==> src/rtl/pmw_pkg.sv <==
// constants and types for the power mode and wake-up controller
package pmw_pkg;

    // ----------------------------------------------------------------
    // register map (byte addresses)
    // ----------------------------------------------------------------
    localparam logic [4:0] ADDR_CTRL = 5'h00;
    localparam logic [4:0] ADDR_CONFIG = 5'h04;
    localparam logic [4:0] ADDR_WAKE_EN = 5'h08;
    localparam logic [4:0] ADDR_COMMAND = 5'h0C;
    localparam logic [4:0] ADDR_STATUS = 5'h10;

    // ----------------------------------------------------------------
    // field positions
    // ----------------------------------------------------------------
    localparam int CTRL_CLK_SEL = 0;
    localparam int CTRL_XTAL_LP = 1;
    localparam int CFG_OSC_LO = 0;
    localparam int CFG_WDT_LO = 2;
    localparam int CFG_LOW_SPEED_INTERNAL_OSC_OFF = 4;
    localparam int CFG_SST_SHORT = 5;
    localparam int CMD_SLEEP = 0;
    localparam int CMD_CLR_WDT = 1;

    // ----------------------------------------------------------------
    // reset values and response codes
    // ----------------------------------------------------------------
    localparam logic [1:0] CTRL_RESET = 2'h0;
    localparam logic [5:0] CONFIG_RESET = 6'h03;
    localparam logic [1:0] RESP_OKAY = 2'h0;
    localparam logic [1:0] RESP_SLVERR = 2'h2;

    // ----------------------------------------------------------------
    // encodings
    // ----------------------------------------------------------------
    localparam logic [1:0] OSC_HS_CRYSTAL = 2'h0;
    localparam logic [1:0] OSC_EXT_RC = 2'h1;
    localparam logic [1:0] OSC_HS_INT_RC = 2'h2;
    localparam logic [1:0] OSC_HIGH_SPEED_INTERNAL_OSC_LXT = 2'h3;
    localparam logic [1:0] WDT_SRC_LOW_SPEED_INTERNAL_OSC = 2'h0;
    localparam logic [1:0] WDT_SRC_LXT = 2'h1;
    localparam logic [1:0] WDT_SRC_SYS = 2'h2;
    localparam logic [1:0] WAKE_EXT = 2'h0;
    localparam logic [1:0] WAKE_PORT = 2'h1;
    localparam logic [1:0] WAKE_IRQ = 2'h2;
    localparam logic [1:0] WAKE_WDT = 2'h3;

    typedef enum logic [2:0] {
        ST_RUN = 3'h0,
        ST_SLEEP = 3'h1,
        ST_RST_DELAY = 3'h2,
        ST_START_DELAY = 3'h3
    } pmw_state_t;

    // ----------------------------------------------------------------
    // timing
    // ----------------------------------------------------------------
    localparam int CLK_MHZ = 10;
    localparam int RESET_DELAY_US = 100000;
    localparam int RESET_DELAY_CYC = RESET_DELAY_US * CLK_MHZ;
    localparam logic [31:0] SST_SHORT_CYC = 32'h00000002;
    localparam logic [31:0] SST_LONG_CYC = 32'h00000080;
    localparam logic [1:0] SWITCH_GAP_CYC = 2'h2;

endpackage

==> src/rtl/pmw_power_ctrl.sv <==
// power mode, clock select and wake-up controller with AXI4-Lite registers
`timescale 1ns/100ps

module pmw_power_ctrl #(
    parameter int PORT_W = 8,
    parameter int IRQ_N = 4,
    parameter int RESET_DELAY_CYCLES = pmw_pkg::RESET_DELAY_CYC
) (
    input wire logic clk_sys,
    input wire logic rst_b,
    // axi4-lite slave
    input wire logic [4:0] s_axi_awaddr,
    input wire logic s_axi_awvalid,
    output logic s_axi_awready,
    input wire logic [31:0] s_axi_wdata,
    input wire logic [3:0] s_axi_wstrb,
    input wire logic s_axi_wvalid,
    output logic s_axi_wready,
    output logic [1:0] s_axi_bresp,
    output logic s_axi_bvalid,
    input wire logic s_axi_bready,
    input wire logic [4:0] s_axi_araddr,
    input wire logic s_axi_arvalid,
    output logic s_axi_arready,
    output logic [31:0] s_axi_rdata,
    output logic [1:0] s_axi_rresp,
    output logic s_axi_rvalid,
    input wire logic s_axi_rready,
    // wake sources
    input wire logic extReset_b,
    input wire logic [PORT_W-1:0] portAPins,
    input wire logic [IRQ_N-1:0] irqRequest,
    input wire logic [IRQ_N-1:0] irqEnable,
    input wire logic stackFull,
    input wire logic wdtOverflow,
    // oscillator and clock control
    output logic highSpeedOscEnable,
    output logic lowSpeedCrystalEnable,
    output logic lowSpeedInternalEnable,
    output logic crystalLowPower,
    output logic sysClockSelectLow,
    output logic sysClockGate,
    // core and watchdog control
    output logic coreHalt,
    output logic portHold,
    output logic wdtClear,
    output logic wdtRun,
    output logic systemReset,
    output logic pcSpReset,
    output logic resumeNext,
    output logic irqVector
);

    // ----------------------------------------------------------------
    // state
    // ----------------------------------------------------------------
    typedef struct packed {
        pmw_pkg::pmw_state_t state;
        logic [1:0] cause;
        logic [31:0] delayCnt;
        logic [IRQ_N-1:0] irqAtSleep;
        logic powerDownFlag;
        logic timeoutFlag;
        logic clkSel;
        logic xtalLp;
        logic [5:0] cfgBits;
        logic [PORT_W-1:0] wakeEn;
        logic selLow;
        logic gate;
        logic [1:0] gapCnt;
        logic hsEn;
        logic lsEn;
        logic lircEn;
        logic halt;
        logic hold;
        logic wdtClr;
        logic wdtOn;
        logic sysRst;
        logic pcSp;
        logic resume;
        logic vector;
        logic extS1;
        logic extS2;
        logic [PORT_W-1:0] paS1;
        logic [PORT_W-1:0] paS2;
        logic [PORT_W-1:0] paPrev;
        logic awHave;
        logic [4:0] awAddr;
        logic wHave;
        logic [7:0] wData;
        logic wLane0;
        logic awReady;
        logic wReady;
        logic bValid;
        logic [1:0] bResp;
        logic arReady;
        logic rValid;
        logic [7:0] rData;
        logic [1:0] rResp;
    } pmw_regs_t;

    pmw_regs_t r;
    pmw_regs_t next_r;

    localparam pmw_regs_t REGS_RESET = '{
        state: pmw_pkg::ST_RUN,
        clkSel: pmw_pkg::CTRL_RESET[pmw_pkg::CTRL_CLK_SEL],
        xtalLp: pmw_pkg::CTRL_RESET[pmw_pkg::CTRL_XTAL_LP],
        cfgBits: pmw_pkg::CONFIG_RESET,
        hsEn: 1'b1,
        lircEn: 1'b1,
        wdtOn: 1'b1,
        extS1: 1'b1,
        extS2: 1'b1,
        paS1: '1,
        paS2: '1,
        paPrev: '1,
        awReady: 1'b1,
        wReady: 1'b1,
        arReady: 1'b1,
        default: '0
    };

    localparam logic [31:0] RST_DELAY = RESET_DELAY_CYCLES[31:0];

    // ----------------------------------------------------------------
    // next-state logic
    // ----------------------------------------------------------------
    always_comb begin
        logic [1:0] osc;
        logic [1:0] wdtSrc;
        logic lxtCfg;
        logic wantLow;
        logic doWrite;
        logic sleepCmd;
        logic clrCmd;
        logic [PORT_W-1:0] portFall;
        logic portWake;
        logic irqWake;
        logic [31:0] sst;
        next_r = r;
        osc = r.cfgBits[pmw_pkg::CFG_OSC_LO +: 2];
        wdtSrc = r.cfgBits[pmw_pkg::CFG_WDT_LO +: 2];
        lxtCfg = (osc == pmw_pkg::OSC_HIGH_SPEED_INTERNAL_OSC_LXT);
        doWrite = 1'b0;
        sleepCmd = 1'b0;
        clrCmd = 1'b0;

        // synchronisers; edges judged only on the second stage
        next_r.extS1 = extReset_b;
        next_r.extS2 = r.extS1;
        next_r.paS1 = portAPins;
        next_r.paS2 = r.paS1;
        next_r.paPrev = r.paS2;
        portFall = r.paPrev & ~r.paS2 & r.wakeEn;
        portWake = |portFall;
        // only requests that were clear at sleep entry may wake
        irqWake = |(irqRequest & ~r.irqAtSleep);

        // single-cycle pulses
        next_r.wdtClr = 1'b0;
        next_r.pcSp = 1'b0;
        next_r.resume = 1'b0;
        next_r.vector = 1'b0;

        // ---------------- axi write channel ----------------
        if (s_axi_awvalid && r.awReady) begin
            next_r.awHave = 1'b1;
            next_r.awAddr = s_axi_awaddr;
        end
        if (s_axi_wvalid && r.wReady) begin
            next_r.wHave = 1'b1;
            next_r.wData = s_axi_wdata[7:0];
            next_r.wLane0 = s_axi_wstrb[0];
        end
        if (r.bValid && s_axi_bready) begin
            next_r.bValid = 1'b0;
        end
        if (r.awHave && r.wHave && !r.bValid) begin
            doWrite = r.wLane0;
            next_r.awHave = 1'b0;
            next_r.wHave = 1'b0;
            next_r.bValid = 1'b1;
            next_r.bResp = pmw_pkg::RESP_OKAY;
            case (r.awAddr)
                pmw_pkg::ADDR_CTRL: begin
                    if (doWrite) begin
                        next_r.clkSel = r.wData[pmw_pkg::CTRL_CLK_SEL];
                        next_r.xtalLp = r.wData[pmw_pkg::CTRL_XTAL_LP];
                    end
                end
                pmw_pkg::ADDR_CONFIG: begin
                    if (doWrite) begin
                        next_r.cfgBits = r.wData[5:0];
                    end
                end
                pmw_pkg::ADDR_WAKE_EN: begin
                    if (doWrite) begin
                        next_r.wakeEn = r.wData[PORT_W-1:0];
                    end
                end
                pmw_pkg::ADDR_COMMAND: begin
                    sleepCmd = doWrite && r.wData[pmw_pkg::CMD_SLEEP];
                    clrCmd = doWrite && r.wData[pmw_pkg::CMD_CLR_WDT];
                end
                pmw_pkg::ADDR_STATUS: begin
                end
                default: begin
                    next_r.bResp = pmw_pkg::RESP_SLVERR;
                end
            endcase
        end

        // ---------------- axi read channel ----------------
        if (r.rValid && s_axi_rready) begin
            next_r.rValid = 1'b0;
        end
        if (s_axi_arvalid && r.arReady) begin
            next_r.rValid = 1'b1;
            next_r.rResp = pmw_pkg::RESP_OKAY;
            case (s_axi_araddr)
                pmw_pkg::ADDR_CTRL: begin
                    next_r.rData = {6'h00, r.xtalLp, r.clkSel};
                end
                pmw_pkg::ADDR_CONFIG: begin
                    next_r.rData = {2'h0, r.cfgBits};
                end
                pmw_pkg::ADDR_WAKE_EN: begin
                    next_r.rData = 8'(r.wakeEn);
                end
                pmw_pkg::ADDR_COMMAND: begin
                    next_r.rData = 8'h00;
                end
                pmw_pkg::ADDR_STATUS: begin
                    next_r.rData = {r.cause, r.selLow, r.state,
                                    r.timeoutFlag, r.powerDownFlag};
                end
                default: begin
                    next_r.rData = 8'h00;
                    next_r.rResp = pmw_pkg::RESP_SLVERR;
                end
            endcase
        end

        // clear-watchdog instruction
        if (clrCmd) begin
            next_r.powerDownFlag = 1'b0;
            next_r.wdtClr = 1'b1;
        end

        // ---------------- mode sequencer ----------------
        case (r.state)
            pmw_pkg::ST_RUN: begin
                next_r.sysRst = 1'b0;
                if (sleepCmd) begin
                    next_r.state = pmw_pkg::ST_SLEEP;
                    next_r.halt = 1'b1;
                    next_r.hold = 1'b1;
                    next_r.powerDownFlag = 1'b1;
                    next_r.timeoutFlag = 1'b0;
                    next_r.wdtClr = 1'b1;
                    next_r.irqAtSleep = irqRequest;
                end else if (wdtOverflow) begin
                    next_r.timeoutFlag = 1'b1;
                    next_r.sysRst = 1'b1;
                end
            end
            pmw_pkg::ST_SLEEP: begin
                // priority: reset, watchdog, port, interrupt
                if (!r.extS2) begin
                    next_r.cause = pmw_pkg::WAKE_EXT;
                    next_r.state = pmw_pkg::ST_RST_DELAY;
                    next_r.delayCnt = RST_DELAY;
                    next_r.sysRst = 1'b1;
                end else if (wdtOverflow) begin
                    next_r.cause = pmw_pkg::WAKE_WDT;
                    next_r.state = pmw_pkg::ST_START_DELAY;
                    next_r.timeoutFlag = 1'b1;
                end else if (portWake) begin
                    next_r.cause = pmw_pkg::WAKE_PORT;
                    next_r.state = pmw_pkg::ST_START_DELAY;
                end else if (irqWake) begin
                    next_r.cause = pmw_pkg::WAKE_IRQ;
                    next_r.state = pmw_pkg::ST_START_DELAY;
                end
            end
            pmw_pkg::ST_RST_DELAY: begin
                if (r.delayCnt <= 32'h00000001) begin
                    next_r.state = pmw_pkg::ST_START_DELAY;
                end else begin
                    next_r.delayCnt = r.delayCnt - 32'h00000001;
                end
            end
            pmw_pkg::ST_START_DELAY: begin
                if (r.delayCnt <= 32'h00000001) begin
                    next_r.state = pmw_pkg::ST_RUN;
                    next_r.halt = 1'b0;
                    next_r.hold = 1'b0;
                    next_r.sysRst = 1'b0;
                    case (r.cause)
                        pmw_pkg::WAKE_WDT: begin
                            next_r.pcSp = 1'b1;
                        end
                        pmw_pkg::WAKE_PORT: begin
                            next_r.resume = 1'b1;
                        end
                        pmw_pkg::WAKE_IRQ: begin
                            if (|(irqRequest & irqEnable) && !stackFull) begin
                                next_r.vector = 1'b1;
                            end else begin
                                next_r.resume = 1'b1;
                            end
                        end
                        default: begin
                        end
                    endcase
                end else begin
                    next_r.delayCnt = r.delayCnt - 32'h00000001;
                end
            end
            default: begin
                next_r.state = pmw_pkg::ST_RUN;
            end
        endcase

        // load the start-up delay on entry to the start-up state
        if (next_r.state == pmw_pkg::ST_START_DELAY &&
            r.state != pmw_pkg::ST_START_DELAY) begin
            sst = pmw_pkg::SST_LONG_CYC;
            if (osc != pmw_pkg::OSC_HS_CRYSTAL &&
                r.cfgBits[pmw_pkg::CFG_SST_SHORT]) begin
                sst = pmw_pkg::SST_SHORT_CYC;
            end
            next_r.delayCnt = sst;
        end

        // ---------------- oscillators ----------------
        wantLow = lxtCfg && r.clkSel;
        next_r.lsEn = lxtCfg;
        next_r.lircEn = !r.cfgBits[pmw_pkg::CFG_LOW_SPEED_INTERNAL_OSC_OFF];
        next_r.xtalLp = next_r.xtalLp && lxtCfg;
        if (r.state == pmw_pkg::ST_SLEEP) begin
            next_r.hsEn = 1'b0;
        end else begin
            next_r.hsEn = !(r.selLow && wantLow);
        end
        next_r.wdtOn = !(r.state == pmw_pkg::ST_SLEEP &&
                         wdtSrc == pmw_pkg::WDT_SRC_SYS);

        // break-before-make clock switch
        if (wantLow != r.selLow || r.state == pmw_pkg::ST_SLEEP) begin
            next_r.gate = 1'b0;
            next_r.gapCnt = 2'h0;
            if (!r.gate && r.state != pmw_pkg::ST_SLEEP) begin
                next_r.selLow = wantLow;
            end
        end else if (!r.gate) begin
            if (r.gapCnt == pmw_pkg::SWITCH_GAP_CYC) begin
                next_r.gate = 1'b1;
            end else begin
                next_r.gapCnt = r.gapCnt + 2'h1;
            end
        end
        if (!wantLow && !r.selLow && !r.hsEn) begin
            next_r.gate = 1'b0; // wait for fast oscillator first
        end

        // ready flags for the next cycle
        next_r.awReady = !next_r.awHave;
        next_r.wReady = !next_r.wHave;
        next_r.arReady = !next_r.rValid;
    end

    // ----------------------------------------------------------------
    // state register
    // ----------------------------------------------------------------
    always_ff @(posedge clk_sys or negedge rst_b) begin
        if (!rst_b) begin
            r <= REGS_RESET;
        end else begin
            r <= next_r;
        end
    end

    // ----------------------------------------------------------------
    // outputs
    // ----------------------------------------------------------------
    assign s_axi_awready = r.awReady;
    assign s_axi_wready = r.wReady;
    assign s_axi_bvalid = r.bValid;
    assign s_axi_bresp = r.bResp;
    assign s_axi_arready = r.arReady;
    assign s_axi_rvalid = r.rValid;
    assign s_axi_rdata = {24'h000000, r.rData};
    assign s_axi_rresp = r.rResp;
    assign highSpeedOscEnable = r.hsEn;
    assign lowSpeedCrystalEnable = r.lsEn;
    assign lowSpeedInternalEnable = r.lircEn;
    assign crystalLowPower = r.xtalLp;
    assign sysClockSelectLow = r.selLow;
    assign sysClockGate = r.gate;
    assign coreHalt = r.halt;
    assign portHold = r.hold;
    assign wdtClear = r.wdtClr;
    assign wdtRun = r.wdtOn;
    assign systemReset = r.sysRst;
    assign pcSpReset = r.pcSp;
    assign resumeNext = r.resume;
    assign irqVector = r.vector;

endmodule

==> config.mk <==
export PLATFORM = sky130hd
export DESIGN_NAME = pmw_power_ctrl
export DESIGN_NICKNAME = d
export VERILOG_FILES = /design/src/rtl/pmw_pkg.sv /design/src/rtl/pmw_power_ctrl.sv
export SDC_FILE = /design/constraint.sdc
export NUM_CORES = 1
export LEC_CHECK = 0
export ABC_CLOCK_PERIOD_IN_PS = 2600
export BUFFER_PORTS_ARGS = -buffer_cell sky130_fd_sc_hd__clkbuf_2
export CAP_MARGIN = 20
export CORE_UTILIZATION = 55
export DETAILED_ROUTE_END_ITERATION = 8
export PLACE_DENSITY_LB_ADDON = 0.05
export SETUP_SLACK_MARGIN = 0.02
export SYNTH_ARGS = -nofsm -noshare
export SYNTH_HDL_FRONTEND = slang
export SYNTH_SLANG_ARGS = --single-unit
==> constraint.sdc <==
create_clock -name clk_sys -period 2.6 [get_ports clk_sys]
set_input_delay 0.26 -clock clk_sys [delete_from_list [all_inputs] [get_ports clk_sys]]
set_output_delay 0.26 -clock clk_sys [all_outputs]
set_load 0.01 [all_outputs]
==> results of run 1 <==
worst max-delay path: stages, from the launching register on:
cell	delay (ns)
dfrtp_1	0.41
or4_4	0.57
nand2b_1	0.20
or4_1	0.56
nor4_2	0.43
nor3b_2	0.24
report_power, final:
| group | leakage, nW | internal, W | switching [W] |
|---|---|---|---|
| Clock | 0.290 | 0.00141 | 0.000959 |
| Combinational | 1.58 | 0.000546 | 0.000550 |
| Sequential | 1.55 | 0.00250 | 0.000400 |
| Total | 3.42 | 0.00446 | 0.00191 |
repair_timing:
action	4_1_cts	5_1_grt
hold buffers	10	0
resized for setup	0	2
endpoints found under the setup margin	0	6
hold endpoints to repair	57	0
synthesized netlist by cell type (3+ instances only):
| master | n |
|---|---|
| dfrtp_1 | 96 |
| buf_4 | 39 |
| nand2_1 | 38 |
| dfstp_2 | 34 |
| mux2_2 | 32 |
| inv_1 | 27 |
| nor2_1 | 27 |
| nor3_1 | 25 |
| o21ai_0 | 22 |
| a21oi_1 | 16 |
| a31oi_1 | 11 |
| clkbuf_1 | 11 |
| nand3_1 | 9 |
| nand4_1 | 9 |
| nor4_1 | 9 |
| a22o_1 | 8 |
| ha_1 | 8 |
| nand2b_1 | 7 |
| a21o_1 | 6 |
| nand3b_1 | 6 |
| o211ai_1 | 6 |
| o31ai_1 | 6 |
| and2_1 | 5 |
| and3_1 | 5 |
| and3b_1 | 5 |
| nor2b_1 | 5 |
| o22ai_1 | 5 |
| xor2_1 | 5 |
| a211o_1 | 4 |
| a222oi_1 | 4 |
| a22oi_1 | 4 |
| nor3b_1 | 4 |
| or3_1 | 4 |
| and4_1 | 3 |
| buf_2 | 3 |
| mux2i_1 | 3 |
| or2_2 | 3 |
| or4_4 | 3 |
| xnor2_1 | 3 |
how the worst max path moves through the flow:
stage / startpoint / end / slack, ns / cells past startpoint
global placement: r[118] / resumeNext / 0.16 / 5
detailed placement: r[118] / resumeNext / 0.09 / 5
floorplan: r[108] / r[107] / 0.28 / 8
finish: r[118] / resumeNext / 0.10 / 5
CTS: r[118] / resumeNext / 0.08 / 5
global route: r[124] / r[121] / 0.02 / 8
metrics by stage:
stage	util	cells	hold slack [ns]
after floorplan	-	591	-0.0356
after global placement	0.619	781	0.346
after detailed placement	0.620	782	0.347
after CTS	0.683	824	0.00959
after global routing	0.684	824	0.00750
final	0.684	824	0.0155
layer usage:
layer,up-vias,share of wire
met5,-,0
met4,0,0.019
met3,26,0.057
met2,180,0.49
met1,2291,0.43
li1,2219,-
kinds of logic (layout without fill, tap and decap cells):
logic type / after synthesis / in the layout
AO/OA/AOI/OAI: 115 / 115
XOR/XNOR: 8 / 8
adder cells (fa/ha/maj): 8 / 8
buffers and inverters: 86 / 179
flip-flops: 130 / 130
multiplexers: 36 / 36
other: 1 / 27
AND/OR/NAND/NOR: 181 / 181
final cells by class:
cell class / count / area, µm² / share of cell area
clock inverters: 13 / 134 / 0.0179
multi-input cells: 375 / 2540 / 0.340
clock buffers: 19 / 454 / 0.0608
flip-flops and latches: 130 / 3300 / 0.441
repair buffers: 119 / 767 / 0.103
well taps: 140 / 175 / 0.0234
inverters: 28 / 105 / 0.0141
==> flow_summary.json, run 1 <==
{
  "cp_data_required_time_ns": 2.93,
  "synth_cell_types": 73,
  "fin_tns_setup_ns": 0,
  "via_per_inst": 5.72,
  "crit_type": "reg -> reg",
  "p_total_w": 0.00637,
  "grt_use_total": 0.260,
  "yosysTopAreaCellShare": 0.386,
  "synth-compound-area-share": 0.130,
  "synth_fa_ha_area_frac": 0.0161,
  "hp-start": "s_axi_bready",
  "post_cts_buffers": 0,
  "synth_xor_area_frac": 0.0113,
  "clock_path_buffers": 2,
  "fmax_mhz": 401,
  "ys_seq_elements": 130,
  "tritoncts": "built",
  "mappedNetlistArea_um2": 6220,
  "use_met2": 0.436,
  "rsz0062_at_grt": "no",
  "power_leakage_nw": 3.42,
  "muxShareOfSynthArea": 0.0652,
  "clock-sinks": 130,
  "wirelength_mm": 14.0,
  "antenna_found_initial": 0,
  "reg2reg_from": "r[118]",
  "setup_slack_ns": 0.104,
  "die_w_um": 108,
  "wl_per_cell_um": 17.0,
  "clock-root-buffer": "clkbuf_16",
  "start_util": 0.569,
  "peakVddDrop_uv": 690,
  "clkSlewWorstSetupHoldPaths_ns": 0.06,
  "largest_reg_flops": 85,
  "drive_above_1_share": 0.335,
  "core_area_um2": 10900,
  "synth_ff_type": "dfrtp_1",
  "yosysSeqAreaShare": 0.530,
  "outcome": "finished, final reports clean",
  "gr-usage-met1": 0.330,
  "antenna_left": 0,
  "synth_top_area_cell": "dfrtp_1",
  "area_growth_pct": 20.2,
  "holdPathStages": 2,
  "dp_slack_ns": 0.0948,
  "syn_area_per_cell_um2": 11.0,
  "reg2reg_depth": 5,
  "antenna_cells": 0,
  "drcViolationCount": 0,
  "io-pin-count": 127,
  "r2r-end": "resumeNext",
  "synth_top_family_by_area": "simple AND/OR/NAND/NOR gates",
  "yosys-top-cells-area": "dfrtp_1 (39%), dfstp_2 (14%), mux2_2 (5.8%)",
  "setup_viol_count_final": 0,
  "min_to": "s_axi_bvalid",
  "maxCapViolations": 0,
  "synth-edff-count": 0,
  "cts_made_buffers": 17,
  "fin_crit_ns": 2.50,
  "post-route-period-util": 0.960,
  "final_common_cell": "dfrtp_1",
  "drt_iter0_drc": 339,
  "hold_class": "in -> reg",
  "dieArea_um2": 11700,
  "arrival_ns": 2.83,
  "fin_skew_ns": 0.0131,
  "maxSlewViolCount": 0,
  "max_slew_margin": 0.511,
  "grt_busiest_layer": "met2",
  "worst-path-max-fanout": 4,
  "grt_pass1_vias": 4608,
  "place_congestion": 0.882,
  "finalHoldViolCount": 0,
  "synthArstFlopShare": 1.00,
  "htreeDepth": 4,
  "vias": 4716,
  "synth_warnings": 0,
  "fin_nets": 751,
  "fp.dieH_um": 108,
  "postPlaceCellArea_um2": 6780,
  "first_pass_iters": 6,
  "clock_latency_ns": 0.42,
  "rrSetupSlack_ns": 0.10,
  "end_kind": "register",
  "core.rowCount": 38,
  "final_area_um2": 7480,
  "critPathLaunchType": "register",
  "synthCells": 565,
  "use_met3": 0.0555,
  "grt_pass1_wl_mm": 23.0,
  "portBuffers": 73,
  "overflow": 0,
  "dpl.hpwl_mm": 9.96,
  "power.density_nw_per_um2": 852,
  "fillers": 837,
  "tightest_slew_ns": 0.734,
  "grt_max_degree": 57,
  "regMostFlops": "r",
  "synthSimpleGateAreaFrac": 0.169,
  "layout_common_cells": "dfrtp_1 (96), clkbuf_2 (72), nand2_1 (38), dfstp_2 (34), buf_4 (34)"
}
Power figures use the tool's default switching activity.
==> run 2: changes to the inputs <==
Settings changed: ABC_CLOCK_PERIOD_IN_PS 2600 to 3200, CORE_UTILIZATION 55 to 56.
Clock period 2.6 ns to 3.2 ns, I/O delays scaled along.
==> flow_summary.json, run 2 (synthesis gave the netlist of run 1 again) <==
{
  "outcome": "finished, final reports clean",
  "clock-sinks": 130,
  "layout.cells.non_filler": 798,
  "grt_pass1_wl_mm": 22.1,
  "fin_skew_ns": 0.00748,
  "core.rowCount": 38,
  "clock_path_buffers": 2,
  "wirelength_mm": 13.2,
  "peakVddDrop_uv": 624,
  "clock_latency_ns": 0.52,
  "setup_viol_count_final": 0,
  "fp.dieH_um": 107,
  "drt_iter0_drc": 373,
  "htreeDepth": 4,
  "vias": 4529,
  "grt_pass1_vias": 4554,
  "tritoncts": "built",
  "cts_made_buffers": 17,
  "finalHoldViolCount": 0,
  "crit_type": "reg -> reg",
  "cp_data_required_time_ns": 3.64,
  "core_area_um2": 10800,
  "worst-path-max-fanout": 8,
  "final_common_cell": "dfrtp_1",
  "maxCapViolations": 0,
  "fin_nets": 725,
  "drive_above_1_share": 0.304,
  "arrival_ns": 3.10,
  "overflow": 0,
  "tightest_slew_ns": 0.818,
  "clkSlewWorstSetupHoldPaths_ns": 0.06,
  "via_per_inst": 5.68,
  "die_w_um": 107,
  "dpl.hpwl_mm": 9.16,
  "reg2reg_from": "r[111]",
  "hold_class": "in -> reg",
  "fin_tns_setup_ns": 0,
  "post_cts_buffers": 0,
  "crit_path_start": "r[111]",
  "largest_reg_flops": 85,
  "critPathLaunchType": "register",
  "drcViolationCount": 0,
  "start_util": 0.574,
  "end_kind": "register",
  "regMostFlops": "r",
  "dieArea_um2": 11500,
  "clock-root-buffer": "clkbuf_8",
  "antenna_found_initial": 0,
  "max_slew_margin": 0.451,
  "fin_crit_ns": 2.66,
  "grt_max_degree": 94,
  "power.density_nw_per_um2": 697,
  "place_congestion": 0.861,
  "rsz0062_at_grt": "no",
  "first_pass_iters": 8,
  "portBuffers": 73,
  "maxSlewViolCount": 0,
  "power_leakage_nw": 3.28,
  "wl_per_cell_um": 16.5,
  "antenna_left": 0,
  "dpl.cell_count": 755,
  "hp-start": "s_axi_rready",
  "io-pin-count": 127,
  "fmax_mhz": 376,
  "grt_use_total": 0.251,
  "area_growth_pct": 16.7,
  "post-route-period-util": 0.831,
  "layout_common_cells": "dfrtp_1 (96), clkbuf_2 (72), nand2_1 (38), dfstp_2 (34), mux2_2 (32)",
  "antenna_cells": 0
}
run 2: path summary, 6_finish.rpt:
kind,endpoint,slack [ns],cells after the start
max,r[105],0.54,6
min in group asynchronous,sysClockSelectLow,0.32,2
min,s_axi_rvalid,0.03,2
min reg2reg,next_r[34],0.36,0
max in group asynchronous,r[82],2.01,3
max reg2reg,r[105],0.54,6
run 2: worst max-delay path: stages, from the launching register on:
cell and delay (ns):
dfrtp_1 0.44, or4_4 0.62, nor4_4 0.41, and4_1 0.36
and3_1 0.42, nor3_2 0.16, a21oi_1 0.16
run 2: stage by stage:
stage,worst slack [ns],hold slack (ns),utilization,power [W],area (µm²)
after floorplan,0.878,0.0244,-,0.00291,6320
after global placement,0.639,0.317,0.605,0.00315,6560
after detailed placement,0.582,0.324,0.605,0.00320,6560
after CTS,0.574,0.00573,0.670,0.00511,7260
after global routing,0.402,0.00194,0.670,0.00534,7260
final,0.539,0.0269,0.670,0.00506,7260
run 2: power breakdown:
group | total, W | internal [W] | leakage, nW | switching, W
registers | 0.00236 | 0.00203 | 1.55 | 0.000327
clock network | 0.00187 | 0.00113 | 0.286 | 0.000739
logic | 0.000829 | 0.000407 | 1.45 | 0.000422
total | 0.00506 | 0.00357 | 3.28 | 0.00149
run 2: per-layer routing:
metal  wire [µm]  GRT usage
met1        5640      0.317
met2        6440      0.412
met3         922     0.0775
met4         191     0.0832
met5           0          0
run 2: area by class of cell:
cell class              instances  area (µm²)
clock buffers                  22         507
flip-flops and latches        130        3300
multi-input cells             375        2530
repair buffers                 93         558
clock inverters                10        85.1
inverters                      28         105
fillers                       847        3580
well taps                     140         175
run 2: timing repair:
item | in CTS | in global routing
resized for setup | 0 | 0
hold buffers | 11 | 0
hold endpoints to repair | 46 | 0
